--- config.mk ---
export PLATFORM = sky130hd
export DESIGN_NAME = lpc_front
export DESIGN_NICKNAME = d
export VERILOG_FILES = /design/src/logic/lpc_front_pkg.sv /design/src/logic/ready_timer.sv /design/src/logic/lpc_front.sv
export SDC_FILE = /design/constraint.sdc
export NUM_CORES = 1
export LEC_CHECK = 0
export BUFFER_PORTS_ARGS = -buffer_cell sky130_fd_sc_hd__buf_2
export CORE_MARGIN = 8
export CORE_UTILIZATION = 55
export DETAILED_ROUTE_END_ITERATION = 6
export GPL_ROUTABILITY_DRIVEN = 0
export PLACE_DENSITY = 0.87
export SLEW_MARGIN = 40
export SYNTH_ARGS = -nofsm -noshare
export SYNTH_HDL_FRONTEND = slang
export SYNTH_HIERARCHICAL = 1
export SYNTH_SLANG_ARGS = --single-unit
--- constraint.sdc ---
create_clock -name MCLK -period 3.4 [get_ports MCLK]
set_input_delay 0.17 -clock MCLK [delete_from_list [all_inputs] [get_ports MCLK]]
set_output_delay 0.17 -clock MCLK [all_outputs]
set_load 0.02 [all_outputs]
--- src/logic/lpc_front_pkg.sv ---
// Purpose: Shared constants for the low-pin-count host port front end
// Assumes: Bus clock 10 MHz, one byte per bus cycle
// Notes: Timing counts derived from printed times
package lpc_front_pkg;
  localparam int CLK_PERIOD_NS = 100;
  localparam int ACCESS_READY_US = 100;
  localparam int ALL_READY_MS = 30;
  localparam int ACCESS_READY_CYC = (ACCESS_READY_US * 1000) / CLK_PERIOD_NS;
  localparam int ALL_READY_CYC = (ALL_READY_MS * 1000000) / CLK_PERIOD_NS;
  localparam logic [3:0] START_LOCALITY = 4'h5;
  localparam logic [3:0] START_LEGACY = 4'h0;
  localparam logic [3:0] CYC_IO_READ = 4'h0;
  localparam logic [3:0] CYC_IO_WRITE = 4'h2;
  localparam logic [3:0] SYNC_READY = 4'h0;
  localparam logic [3:0] SYNC_LONG_WAIT = 4'h6;
  localparam logic [3:0] TAR_DRIVE = 4'hF;
  localparam logic [15:0] PORT_PAIR_HIGH = 16'h007E;
  localparam logic [15:0] PORT_PAIR_LOW = 16'h00EE;
  localparam logic [11:0] ACCESS_REG_OFS = 12'h000;
  localparam logic [11:0] ACCESS_REG_MASK = 12'h0FF;
  localparam int VALID_FLAG_BIT = 7;
  localparam logic [7:0] ACCESS_RESET = 8'h80;
  localparam logic [7:0] REG_NOT_READY = 8'hFF;
  localparam logic [7:0] GPIO_DIR_RESET = 8'h00;
endpackage : lpc_front_pkg

--- src/logic/ready_timer.sv ---
// Purpose: Counts cycles after the init event and flags readiness
// Assumes: restart pulses or levels from same clock domain
// Notes: Restarts on each init event
`timescale 1ns/1ns
module ready_timer #(
  parameter int COUNT = 100,
  parameter int W = 20
) (
  input wire logic clk,
  input wire logic rst_b,
  input wire logic restart,
  output logic ready
);
  logic [W-1:0] cnt_r;
  logic [W-1:0] cnt_nxt;
  logic ready_nxt;
  localparam logic [W-1:0] LAST = W'(COUNT - 1);

  assign cnt_nxt = restart ? '0 : (ready ? cnt_r : cnt_r + W'(1));
  assign ready_nxt = !restart && (ready || cnt_r == LAST);

  always_ff @(posedge clk or negedge rst_b) begin
    if (!rst_b) begin
      cnt_r <= '0;
      ready <= 1'b0;
    end else begin
      cnt_r <= cnt_nxt;
      ready <= ready_nxt;
    end
  end
endmodule : ready_timer

--- src/logic/lpc_front.sv ---
// Purpose: Bus-side cycle engine, reset readiness and strap capture
// Assumes: LAD pins and frame come from the bus clock domain pins
// Notes: Register contents beyond the access register are an internal port
//
// Operation
// - Multi-byte fields arrive most significant byte first
// - Access register valid within 100 us
// - Never complete access read before valid
// - Other registers valid within 30 ms
// - Accept commands, set valid flag by 30 ms
// - Clock-run stop/restart protocol may be used
// - Address strap sampled: high 7E/7F, low EE/EF
// - Physical presence input is active high
// - Mgmt pins default high, others default low; GPIO is left undriven in test mode
// - Test strap high enables test mode
// - Locality cycles start 0101, type 0010/0000
`timescale 1ns/1ns
module lpc_front #(
  parameter int ACCESS_CYC = lpc_front_pkg::ACCESS_READY_CYC,
  parameter int ALL_CYC = lpc_front_pkg::ALL_READY_CYC
) (
  input wire logic MCLK,
  input wire logic RST_B,
  input wire logic FRAME_B,
  input wire logic [3:0] LAD_IN,
  output logic [3:0] LAD_OUT,
  output logic LAD_OE,
  input wire logic BASE_ADDRESS_STRAP,
  input wire logic TEST_MODE_STRAP,
  input wire logic PHYSICAL_PRESENCE_INPUT,
  input wire logic CLKRUN_B_IN,
  output logic CLKRUN_B_OUT,
  output logic CLKRUN_OE,
  input wire logic KEEP_CLOCK,
  output logic MGMT_BUS_CLOCK_PIN_OUT,
  output logic MGMT_BUS_CLOCK_PIN_OE,
  output logic MGMT_BUS_DATA_PIN_OUT,
  output logic MGMT_BUS_DATA_PIN_OE,
  output logic GPIO_OUT,
  output logic GPIO_OE,
  output logic TEST_MODE,
  output logic PRESENCE,
  output logic PORT_ALT,
  output logic REGISTER_VALID_FLAG,
  output logic CMD_READY,
  output logic WR_STROBE,
  output logic WR_LOCALITY,
  output logic [15:0] WR_ADDR,
  output logic [7:0] WR_DATA,
  output logic [31:0] FIELD_WORD,
  input wire logic [7:0] REG_RD_DATA
);
  // ****************************************
  // Input synchronisers
  // ****************************************
  logic [3:0] lad_s1_r, lad_r;
  logic frame_s1_r, frame_b_r;
  logic [2:0] strap_s1_r, strap_r;
  logic clkrun_s1_r, clkrun_b_r;

  always_ff @(posedge MCLK or negedge RST_B) begin
    if (!RST_B) begin
      lad_s1_r <= 4'hF;
      lad_r <= 4'hF;
      frame_s1_r <= 1'b1;
      frame_b_r <= 1'b1;
      strap_s1_r <= 3'h0;
      strap_r <= 3'h0;
      // Clock-run pin idles high
      clkrun_s1_r <= 1'b1;
      clkrun_b_r <= 1'b1;
    end else begin
      lad_s1_r <= LAD_IN;
      lad_r <= lad_s1_r;
      frame_s1_r <= FRAME_B;
      frame_b_r <= frame_s1_r;
      strap_s1_r <= {BASE_ADDRESS_STRAP, TEST_MODE_STRAP, PHYSICAL_PRESENCE_INPUT};
      strap_r <= strap_s1_r;
      clkrun_s1_r <= CLKRUN_B_IN;
      clkrun_b_r <= clkrun_s1_r;
    end
  end

  // ****************************************
  // Readiness after the init event
  // ****************************************
  logic boot_r;
  logic init_restart;
  logic access_ready;
  logic all_ready;
  assign init_restart = !boot_r;

  ready_timer #(.COUNT(ACCESS_CYC), .W(32)) u_access_timer (
    .clk(MCLK),
    .rst_b(RST_B),
    .restart(init_restart),
    .ready(access_ready)
  );
  ready_timer #(.COUNT(ALL_CYC), .W(32)) u_all_timer (
    .clk(MCLK),
    .rst_b(RST_B),
    .restart(init_restart),
    .ready(all_ready)
  );

  // ****************************************
  // Strap capture after reset release
  // ****************************************
  logic port_alt_r, test_mode_r, latched_r, boot2_r;
  always_ff @(posedge MCLK or negedge RST_B) begin
    if (!RST_B) begin
      boot_r <= 1'b0;
      boot2_r <= 1'b0;
      latched_r <= 1'b0;
      port_alt_r <= 1'b0;
      test_mode_r <= 1'b0;
    end else begin
      boot_r <= 1'b1;
      // Wait until the synchronisers carry pin levels
      boot2_r <= boot_r;
      if (!latched_r && boot2_r) begin
        latched_r <= 1'b1;
        port_alt_r <= !strap_r[2];
        test_mode_r <= strap_r[1];
      end
    end
  end
  logic [15:0] port_base;
  assign port_base = port_alt_r ? lpc_front_pkg::PORT_PAIR_LOW : lpc_front_pkg::PORT_PAIR_HIGH;

  // ****************************************
  // Cycle engine
  // ****************************************
  typedef enum logic [3:0] {
    S_IDLE = 4'b0000, S_CYC = 4'b0001, S_ADDR = 4'b0011, S_WDATA = 4'b0010,
    S_TAR1 = 4'b0110, S_SYNC = 4'b0111, S_RDATA = 4'b0101, S_TAR2 = 4'b0100,
    S_TAR3 = 4'b1100
  } state_t;
  state_t state_r, state_nxt;
  logic [1:0] nib_r;
  logic is_write_r, locality_r;
  logic [15:0] addr_r;
  logic [7:0] data_r;

  wire start_seen = !frame_b_r;
  wire start_loc = lad_r == lpc_front_pkg::START_LOCALITY;
  wire start_leg = lad_r == lpc_front_pkg::START_LEGACY;
  wire cyc_ok = lad_r == lpc_front_pkg::CYC_IO_READ || lad_r == lpc_front_pkg::CYC_IO_WRITE;
  wire is_access = locality_r && ((addr_r[11:0] & ~lpc_front_pkg::ACCESS_REG_MASK) == lpc_front_pkg::ACCESS_REG_OFS);
  wire addr_hit = locality_r || ((addr_r & 16'hFFFE) == port_base);
  wire rd_ready = is_access ? access_ready : all_ready;
  wire [7:0] access_byte = 8'(all_ready) << lpc_front_pkg::VALID_FLAG_BIT;
  wire [7:0] rd_byte = is_access ? access_byte : REG_RD_DATA;

  always_comb begin
    state_nxt = state_r;
    if (start_seen) begin
      state_nxt = (start_loc || start_leg) ? S_CYC : S_IDLE;
    end else begin
      case (state_r)
        S_CYC: state_nxt = cyc_ok ? S_ADDR : S_IDLE;
        S_ADDR: state_nxt = (nib_r == 2'd3) ? (is_write_r ? S_WDATA : S_TAR1) : S_ADDR;
        S_WDATA: state_nxt = (nib_r == 2'd1) ? S_TAR1 : S_WDATA;
        S_TAR1: state_nxt = (nib_r == 2'd1) ? (addr_hit ? S_SYNC : S_IDLE) : S_TAR1;
        S_SYNC: state_nxt = (is_write_r ? all_ready : rd_ready) ? (is_write_r ? S_TAR2 : S_RDATA) : S_SYNC;
        // Ready sync, low nibble, high nibble
        S_RDATA: state_nxt = (nib_r == 2'd2) ? S_TAR2 : S_RDATA;
        S_TAR2: state_nxt = is_write_r ? S_TAR3 : S_IDLE;
        default: state_nxt = S_IDLE;
      endcase
    end
  end

  logic [3:0] lad_nxt;
  logic oe_nxt;
  always_comb begin
    lad_nxt = lpc_front_pkg::TAR_DRIVE;
    oe_nxt = 1'b0;
    case (state_nxt)
      S_SYNC: begin
        oe_nxt = 1'b1;
        lad_nxt = lpc_front_pkg::SYNC_LONG_WAIT;
      end
      S_RDATA: begin
        oe_nxt = 1'b1;
        lad_nxt = (nib_r == 2'd0) ? data_r[3:0] : data_r[7:4];
      end
      S_TAR2: oe_nxt = 1'b1;
      S_TAR3: oe_nxt = 1'b1;
      default: oe_nxt = 1'b0;
    endcase
    if (state_r == S_SYNC && state_nxt != S_SYNC) begin
      oe_nxt = 1'b1;
      lad_nxt = lpc_front_pkg::SYNC_READY;
    end
  end

  logic [31:0] field_r;
  always_ff @(posedge MCLK or negedge RST_B) begin
    if (!RST_B) begin
      state_r <= S_IDLE;
      nib_r <= 2'd0;
      is_write_r <= 1'b0;
      locality_r <= 1'b0;
      addr_r <= 16'h0000;
      data_r <= 8'h00;
      LAD_OUT <= 4'hF;
      LAD_OE <= 1'b0;
      WR_STROBE <= 1'b0;
      field_r <= 32'h0000_0000;
    end else begin
      state_r <= state_nxt;
      nib_r <= (state_nxt != state_r) ? 2'd0 : nib_r + 2'd1;
      LAD_OUT <= lad_nxt;
      LAD_OE <= oe_nxt;
      WR_STROBE <= 1'b0;
      if (start_seen) locality_r <= start_loc;
      if (state_r == S_CYC) is_write_r <= lad_r == lpc_front_pkg::CYC_IO_WRITE;
      if (state_r == S_ADDR) addr_r <= {addr_r[11:0], lad_r};
      if (state_r == S_WDATA) data_r <= {lad_r, data_r[7:4]};
      if (state_r == S_SYNC && state_nxt == S_RDATA) data_r <= rd_byte;
      if (state_r == S_SYNC && state_nxt == S_TAR2 && is_write_r) begin
        WR_STROBE <= 1'b1;
        field_r <= {field_r[23:0], data_r};
      end
    end
  end
  assign WR_ADDR = addr_r;
  assign WR_DATA = data_r;
  assign WR_LOCALITY = locality_r;
  assign FIELD_WORD = field_r;

  // ****************************************
  // Pins and status outputs
  // ****************************************
  always_ff @(posedge MCLK or negedge RST_B) begin
    if (!RST_B) begin
      MGMT_BUS_CLOCK_PIN_OUT <= 1'b1;
      MGMT_BUS_CLOCK_PIN_OE <= 1'b1;
      MGMT_BUS_DATA_PIN_OUT <= 1'b1;
      MGMT_BUS_DATA_PIN_OE <= 1'b1;
      GPIO_OUT <= 1'b0;
      GPIO_OE <= 1'b0;
      CLKRUN_B_OUT <= 1'b0;
      CLKRUN_OE <= 1'b0;
      TEST_MODE <= 1'b0;
      PRESENCE <= 1'b0;
      PORT_ALT <= 1'b0;
      REGISTER_VALID_FLAG <= 1'b0;
      CMD_READY <= 1'b0;
    end else begin
      MGMT_BUS_CLOCK_PIN_OUT <= 1'b1;
      MGMT_BUS_CLOCK_PIN_OE <= 1'b1;
      MGMT_BUS_DATA_PIN_OUT <= 1'b1;
      MGMT_BUS_DATA_PIN_OE <= 1'b1;
      GPIO_OUT <= 1'b0;
      GPIO_OE <= latched_r && !test_mode_r;
      CLKRUN_B_OUT <= 1'b0;
      CLKRUN_OE <= clkrun_b_r && (KEEP_CLOCK || state_r != S_IDLE);
      TEST_MODE <= test_mode_r;
      PRESENCE <= strap_r[0];
      PORT_ALT <= port_alt_r;
      REGISTER_VALID_FLAG <= all_ready;
      CMD_READY <= all_ready;
    end
  end
endmodule : lpc_front

Word level (Yosys, flattened, before mapping)
Index checks and enable logic that the tools add are counted.
{ "word_totals": {"regBits": 165, "input_bits": 20, "output_inout_bits": 76, "elab_cells": 114} }
{ "classes": {"n_addsub": 3, "eq_ne": 23, "n_mux": 30, "reduce_logical": 25} }
{ "ops": {"columns": ["op", "n"], "rows": [
  ["$mux 32", 4],
  ["$add 32x1->32 const B", 2],
  ["$eq 32x10->1 const B", 1],
  ["$eq 32x19->1 const B", 1],
  ["$eq 4x3->1 const B", 8],
  ["$mux 8", 4],
  ["$pmux 4 s7", 1],
  ["$eq 16x8->1", 1],
  ["$mux 4", 4],
  ["$mux 3", 5],
  ["$eq 4x2->1 const B", 3],
  ["$logic_not 12->1", 1],
  ["$logic_and 1x1->1", 10],
  ["$mux 1", 8],
  ["$pmux 4 s2", 1],
  ["$logic_or 1x1->1", 6],
  ["$mux 2", 3],
  ["$eq 2x2->1 const B", 2],
  ["$eq 4x1->1 const B", 1],
  ["$eq 4x4->1 const B", 1],
  ["$logic_not 4->1", 1],
  ["$ne 2x2->1 const B", 2],
  ["$ne 4x3->1 const B", 1],
  ["$ne 4x4->1", 1],
  ["7 further kinds", 9]
]} }

Depth between registers and ports, before layout
Gate-level depths: netlist (run 1).
{ "logic_depth": {"depth_word": 11, "depth_mapped": 9, "depth_no_buf": 8} }

Modules after synthesis
The synthesis (run 1) kept the hierarchy.
{ "by_module_without_submodules": {"columns": ["module", "instances", "cells_per_inst", "area_per_inst_um2", "seq_area_each_um2"], "rows": [
  ["lpc_front", 1, 302, 4331.7, 2497.4],
  ["ready_timer (u_all_timer)", 1, 192, 1866.8, 825.8],
  ["ready_timer (u_access_timer)", 1, 182, 1729.2, 825.8]
]} }

Worst setup path after synthesis (run 1)
No wires, ideal clock.
{ "synth_path": {"kind": "register -> register", "from": "register addr_r[8] (netlist: WR_ADDR[8])", "to": "register field_r[10] (netlist: FIELD_WORD[10])", "arrival_ps": 2358, "required_ps": 3275, "setup_slack_ps": 917, "path_stages_with_launch": 9, "path_cell_list": "dfrtp_1 > nor4_4 > a311oi_1 > a2111oi_4 > o21a_4 > and4_4 > buf_12 > buf_12 > mux2_4"} }
{ "synth_via": {"elab_chain_len": 10} }
{ "synth_lines": {"columns": ["item", "line_no", "text"], "rows": [
  ["start: declaration", "lpc_front.sv:142", "logic [15:0] addr_r;"],
  ["start signal: assignment", "lpc_front.sv:219", "if (state_r == S_ADDR) addr_r <= {addr_r[11:0], lad_r};"],
  ["$logic_not 12->1", "lpc_front.sv:149", "wire is_access = locality_r && ((addr_r[11:0] & ~lpc_front_pkg::ACCESS_REG_MASK) == lpc_front_pkg::ACCESS_REG_ ..."],
  ["$logic_and 1x1->1", "lpc_front.sv:149", null],
  ["$mux 1", "lpc_front.sv:151", "wire rd_ready = is_access ? access_ready : all_ready;"],
  ["$mux 1", "lpc_front.sv:165", "S_SYNC: state_nxt = (is_write_r ? all_ready : rd_ready) ? (is_write_r ? S_TAR2 : S_RDATA) : S_SYNC;"],
  ["$mux 2", "lpc_front.sv:165", null],
  ["$pmux 4 s7 (*)", "lpc_front.sv:160", "case (state_r)"],
  ["$mux 4 (*)", "lpc_front.sv:157", "if (start_seen) begin"],
  ["$eq 4x3->1 (*)", "lpc_front.sv:222", "if (state_r == S_SYNC && state_nxt == S_TAR2 && is_write_r) begin"],
  ["$logic_and 1x1->1 (*) (2 in a row)", "lpc_front.sv:222", null],
  ["end signal: assignment", "lpc_front.sv:224", "field_r <= {field_r[23:0], data_r};"],
  ["end: declaration", "lpc_front.sv:198", "logic [31:0] field_r;"]
]} }
Every way passes the cells marked *; elsewhere a longest branch is shown, timed or not.
A chain may end at the register's enable or synchronous reset.

Final worst setup path (run 1)
{ "layout_path": {"from": "register addr_r[8] (netlist: WR_ADDR[8])", "to": "register field_r[6] (netlist: FIELD_WORD[6])"} }
Same word-level chain as after synthesis.

==> results of run 1 <==
[where the power goes]
part | switching, mW | internal (mW) | total (mW) | leakage, nW
sequential | 0.0541 | 2.02 | 2.07 | 2.17
combinational | 0.167 | 0.104 | 0.271 | 1.73
clock | 0.842 | 0.955 | 1.80 | 0.258
total | 1.06 | 3.08 | 4.14 | 4.15
[registers in the layout, indices dropped and copies added, names as in the netlist, 2 cells and up]
signal and flops:
FIELD_WORD 32, u_access_timer/cnt_r 32, u_all_timer/cnt_r 32, WR_ADDR 16
WR_DATA 8, LAD_OUT 4, lad_r 4, lad_s1_r 4
state_r 4, strap_r 3, strap_s1_r 3, nib_r 2
[cells by family after synthesis]
group,count (synthesis)
AND/OR/NAND/NOR,265
buffers and inverters,49
multiplexers,76
XOR/XNOR,34
adder cells (fa/ha/maj),6
other,2
flip-flops,165
AO/OA/AOI/OAI,79
[synth_stat cells (4+ instances only)]
master	instances	share of area
mux2i_1	17	0.021
buf_12	4	0.010
nand4_1	16	0.013
nor4_1	17	0.013
buf_4	7	0.0066
or3_1	9	0.0071
xnor2_1	14	0.015
mux2_4	29	0.055
nand2_1	36	0.017
buf_2	10	0.0063
nor2b_1	16	0.013
nand3_1	22	0.014
a21oi_1	20	0.013
or4_1	18	0.017
mux2_2	30	0.043
dfrtp_1	149	0.47
buf_6	4	0.0057
nor2_1	61	0.029
nor3_1	11	0.0069
xor2_1	20	0.022
o31ai_1	12	0.011
clkbuf_1	7	0.0033
inv_1	15	0.0071
and3_1	9	0.0071
nor3b_1	6	0.0057
dfstp_2	16	0.053
ha_1	6	0.0095
o21ai_0	15	0.0095
[worst paths after layout]
| check | startpoint | depth (start not counted) | endpoint |
|---|---|---|---|
| min | REG_RD_DATA[5] | 3 | WR_DATA[5]$_DFFE_PN0P_ |
| max in group asynchronous | RST_B | 3 | LAD_OUT[2]$_DFF_PN1_ |
| max | WR_ADDR[8]$_DFFE_PN0P_ | 6 | FIELD_WORD[6]$_DFFE_PN0P_ |
| min reg2reg | strap_s1_r[2]$_DFF_PN0_ | 0 | strap_r[2]$_DFF_PN0_ |
| min in group asynchronous | RST_B | 2 | WR_ADDR[15]$_DFFE_PN0P_ |
| max reg2reg | WR_ADDR[8]$_DFFE_PN0P_ | 6 | FIELD_WORD[6]$_DFFE_PN0P_ |
[through the flow]
| step | util | hold WS, ns | area (µm²) | power (mW) |
|---|---|---|---|---|
| 2_1_floorplan | - | -0.126 | 7950 | 2.25 |
| 3_3_place_gp | 0.588 | 0.275 | 8420 | 2.35 |
| 3_5_place_dp | 0.588 | 0.276 | 8420 | 2.36 |
| 4_1_cts | 0.638 | 0.00944 | 9140 | 4.17 |
| 5_1_grt | 0.639 | 0.0262 | 9140 | 4.29 |
| 6_report | 0.639 | 0.0166 | 9140 | 4.14 |
[worst max-delay path: stages, from the launching register on]
cell,delay [ns]
dfrtp_1,0.44
nor4_4,0.40
a311oi_1,0.20
a2111oi_4,0.46
o21a_4,0.20
and4_4,0.62
mux2_2,0.40
[timing repair]
action / CTS / global route
resized for setup: 0 / 0
buffers inserted: 0 / 0
hold endpoints to repair: 93 / 0
hold buffers: 17 / 0
[per-layer routing]
| layer | global-route usage | vias to the layer above | share of wire |
|---|---|---|---|
| li1 | - | 2639 | - |
| met1 | 0.239 | 2855 | 0.41 |
| met2 | 0.332 | 215 | 0.51 |
| met3 | 0.0388 | 35 | 0.058 |
| met4 | 0.0848 | 0 | 0.026 |
| met5 | 0 | - | 0 |
[final cells by class]
cell class / instances / area share
multi-input combinational: 467 / 0.380
clock inverter: 14 / 0.0130
tap: 184 / 0.0252
timing repair buffer: 114 / 0.0749
sequential: 165 / 0.454
clock buffer: 18 / 0.0469
inverter: 15 / 0.00616
==> metrics.cfg, run 1 <==
[outcome]
status=finished clean

[die]
core_um2=14300
rows=44
dieArea_um2=18500
die_h_um=136
ios=96
initial_core_util=0.554
die_x_um=136

[placed_design]
port-buffer-count=89
dp_slack_ns=0.588
dp_cells=928
dp_hpwl_um=11200

[sta]
setup_viol=0
worstMarginPinSlew_ns=0.817
setup_ws_ns=0.539
min_period_over_period=0.842
drv_slew=0
clock.fmax_mhz=349
tns_ns=0
fin_crit_ns=2.86
finalHoldViolations=0
rsz0062_at_grt=no
slew-limit-headroom=0.447
clock_skew_ns=0.0110

[synthesis]
synth_seq_cells=165
synth_xor_area_frac=0.0376
synth-seq-area-share=0.523
synth_edf_count=0
yosysWarnings=6
yosys.area_share.simple=0.199
async_reset_ff_frac=1.00
syn_inst=676
synthMuxAreaShare=0.119
yosys.area_share.adder=0.00947
synth_compound_area_frac=0.0701
synth_ff_type=dfrtp_1
synth_top_family_by_area=simple AND/OR/NAND/NOR gates
yosysUniqueCellTypes=78
synth.avg_cell_area_um2=11.7
synth_area_um2=7930

[clock_network]
cts_sinks=165
htreeDepth=4
tritoncts=built
cts.path.max_buffers=2
worstSkewPairLatency_ns=0.43
root_buffer=clkbuf_16
clkSlewWorstSetupHoldPaths_ns=0.07
numCtsBuffers=17

[global_route]
grt_overflow_total=0
grt_pass1_wl_um=29000
grt_max_degree=94
grt.total_usage=0.196
antenna_found_initial=0
grt_pass1_vias=5756

[detailed_routing]
first_pass_iters=6
via_per_inst=5.88
drc=0
drtIter0Drc=436
ant_nets=0
routed_wirelength_um=17700
wl_per_cell_um=18.1
num_vias=5744

[critical_path]
cp_data_required_time_ns=3.72
rrSetupSlack_ns=0.54
worstPathArrival_ns=3.18
start_kind=register
critPathKind=reg2reg
worst-path-max-fanout=33
endpoint_kind=register

[cells_and_area]
instances_no_fill=977
fillers=1066
final_cell_mix=dfrtp_1, buf_2, nor2_1, nand2_1, mux2_2
diodes=0
num-nets-final=806
multi_input_area_um2=3470
syn2layout_area_growth_pct=15.3
regArea_um2=4150
drive_above_1_share=0.291
layout_commonest_cell=dfrtp_1

[power]
cellPowerDensity_nw_per_um2=453
leakage_nw=4.15
ir_drop_v=0.000357

[job]
maxCapViolations=0

[min_path]
hp-class=in2reg

No activity file was read; power rests on OpenSTA's default activity.
==> inputs of run 2 (changes only) <==
==> constraint.sdc (replaced) <==
create_clock -name MCLK -period 2.7 [get_ports MCLK]
set_input_delay 0.135 -clock MCLK [delete_from_list [all_inputs] [get_ports MCLK]]
set_output_delay 0.135 -clock MCLK [all_outputs]
set_load 0.02 [all_outputs]
==> metrics.cfg, run 2 (synthesis results as in run 1) <==
[outcome]
status=finished clean

[critical_path]
critical_path.top_delay_family=compound AO/OA/AOI/OAI gates
r2r_cells=7  ; +1
slowest_delay_ns=0.46  ; -0.16 ns
startpoint=WR_ADDR[8]$_DFFE_PN0P_
worstPathArrival_ns=2.88  ; -0.30 ns
path_cells=nor4_4, a311oi_1, a2111oi_4, o21a_4, and4_4, buf_12, mux2_2
worstSetupEndpoint=FIELD_WORD[6]$_DFFE_PN0P_
path_buf_inv=1  ; +1
worstSetupPathDepth=7  ; +1
crit_path_top_delay_cell=a2111oi_4
start_kind=register
endpoint_kind=register
rrSetupSlack_ns=0.13  ; -0.41 ns
r2r_start=WR_ADDR[8]$_DFFE_PN0P_
r2r-end=FIELD_WORD[6]$_DFFE_PN0P_
critPathKind=reg2reg
cp_data_required_time_ns=3.01  ; -0.71 ns
worst-path-max-fanout=14  ; -58%

[sta]
clock_skew_ns=0.00966  ; -0.00132 ns
fin_crit_ns=2.57  ; -0.293 ns
setup_viol=0  ; unchanged
min_period_over_period=0.951  ; +0.110
rsz0062_at_grt=no
slew-limit-headroom=0.630  ; +0.183
worstMarginPinSlew_ns=0.550  ; -0.268 ns
finalHoldViolations=0  ; unchanged
tns_ns=0  ; unchanged
whs_ns=0.0847  ; +0.0681 ns
clock.fmax_mhz=389  ; +11%
drv_slew=0  ; unchanged

[clock_network]
root_buffer=clkbuf_16
ctsHoldBuffers=18  ; +1
clkSlewWorstSetupHoldPaths_ns=0.06  ; about the same
cts_sinks=165  ; unchanged
cts_resized=0  ; unchanged
post_cts_buffers=0  ; unchanged
htreeDepth=4  ; unchanged
cts.path.max_buffers=2  ; unchanged
tritoncts=built
numCtsBuffers=17  ; unchanged
worstSkewPairLatency_ns=0.43  ; about the same

[power]
p_switching_mw=1.27  ; +19%
p_int_mw=4.21  ; +37%
comb_power_share=0.065  ; about the same
clockPowerShare=0.459  ; +0.025
p_sw_frac=0.232  ; -0.0252
leakage_nw=4.27  ; +2.7%
seq_power_share=0.476  ; -0.024
ir_drop_v=0.000487  ; +36%
cellPowerDensity_nw_per_um2=586  ; +29%

[placed_design]
dp_cells=941  ; +1.4%
port-buffer-count=89  ; unchanged
dp_hpwl_um=11800  ; +5.6%

[cells_and_area]
layout_commonest_cell=dfrtp_1
drive_above_1_share=0.301  ; +0.0102
syn2layout_area_growth_pct=18.0
num-nets-final=820  ; +1.7%
final_cell_mix=dfrtp_1, buf_2, nor2_1, nand2_1, mux2_2
regArea_um2=4150  ; unchanged
fillers=1006  ; -5.6%
diodes=0  ; unchanged
instances_no_fill=990  ; +1.3%
multi_input_area_um2=3470  ; unchanged

[detailed_routing]
num_vias=5862  ; +2.1%
drtIter0Drc=411  ; -5.7%
first_pass_iters=5  ; -1
routed_wirelength_um=18100  ; +2.6%
via_per_inst=5.92  ; +0.71%
drc=0  ; unchanged
ant_nets=0  ; unchanged
wl_per_cell_um=18.3  ; +1.2%

[min_path]
worstHoldPathCells=3  ; unchanged
hp-class=in2reg
hp-start=REG_RD_DATA[7]

[die]
core_um2=14300  ; unchanged
rows=44  ; unchanged
die_x_um=136  ; unchanged
ios=96  ; unchanged
die_h_um=136  ; unchanged
initial_core_util=0.554  ; unchanged
dieArea_um2=18500  ; unchanged

[global_route]
grt.total_usage=0.199  ; +0.00317
grt_pass1_wl_um=29700  ; +2.5%
grt_max_degree=59  ; -37%
grt_pass1_vias=5910  ; +2.7%
grt_overflow_total=0  ; unchanged
antenna_found_initial=0  ; unchanged

[job]
maxCapViolations=0  ; unchanged

-- run 2: cell count changes in the layout (fill, tap and decap cells not counted), moves of 2 or more --
cell / before / now
buf_4: 8 / 18
buf_12: 0 / 3
bufinv_16: 0 / 3
clkbuf_8: 1 / 3
inv_6: 5 / 1
inv_8: 2 / 0
-- run 2: worst reg2reg max path, cell delays in order (launching register included) --
cell and delay (ns):
dfrtp_1 0.42, nor4_4 0.32, a311oi_1 0.18, a2111oi_4 0.46, o21a_4 0.21, and4_4 0.34
buf_12 0.19, mux2_2 0.34
-- run 2: area by class of cell --
type                       count  share of cell area
sequential                   165               0.444
multi-input combinational    467               0.371
timing repair buffer         128              0.0884
clock buffer                  21              0.0503
tap                          184              0.0246
clock inverter                10              0.0158
inverter                      15             0.00602
-- run 2: worst min path at each step --
stage / slack, ns / to
detailed placement: 0.13 / is_write_r$_DFFE_PN0P_
global route: 0.11 / WR_DATA[7]$_DFFE_PN0P_
finish: 0.08 / WR_DATA[7]$_DFFE_PN0P_
floorplan: -0.16 / CLKRUN_OE$_DFF_PN0_
CTS: 0.07 / WR_DATA[7]$_DFFE_PN0P_
global placement: 0.13 / is_write_r$_DFFE_PN0P_
-- run 2: routing by layer --
metal	share of wire	vias to the layer above	global-route usage
met5	0	-	0
met4	0.026	0	0.0744
met3	0.063	49	0.0458
met2	0.49	213	0.327
met1	0.42	2929	0.252
li1	-	2671	-
-- run 2: power by group through the flow --
stage / Clock (mW) / Combinational, mW / Sequential, mW
final: 2.51 / 0.356 / 2.61
after global routing: 2.67 / 0.390 / 2.61
after CTS: 2.55 / 0.358 / 2.61
after detailed placement: 0 / 0.332 / 2.65
after global placement: 0 / 0.323 / 2.64
after floorplan: 0 / 0.171 / 2.66
-- run 2: stage by stage --
| step | worst slack (ns) | utilization | total power [mW] | instance area, µm² |
|---|---|---|---|---|
| final | 0.132 | 0.653 | 5.48 | 9350 |
| after global routing | 0.0126 | 0.653 | 5.67 | 9350 |
| after CTS | 0.126 | 0.653 | 5.51 | 9350 |
| after detailed placement | 0.176 | 0.598 | 2.98 | 8560 |
| after global placement | 0.206 | 0.598 | 2.97 | 8560 |
| after floorplan | 0.217 | - | 2.83 | 7950 |
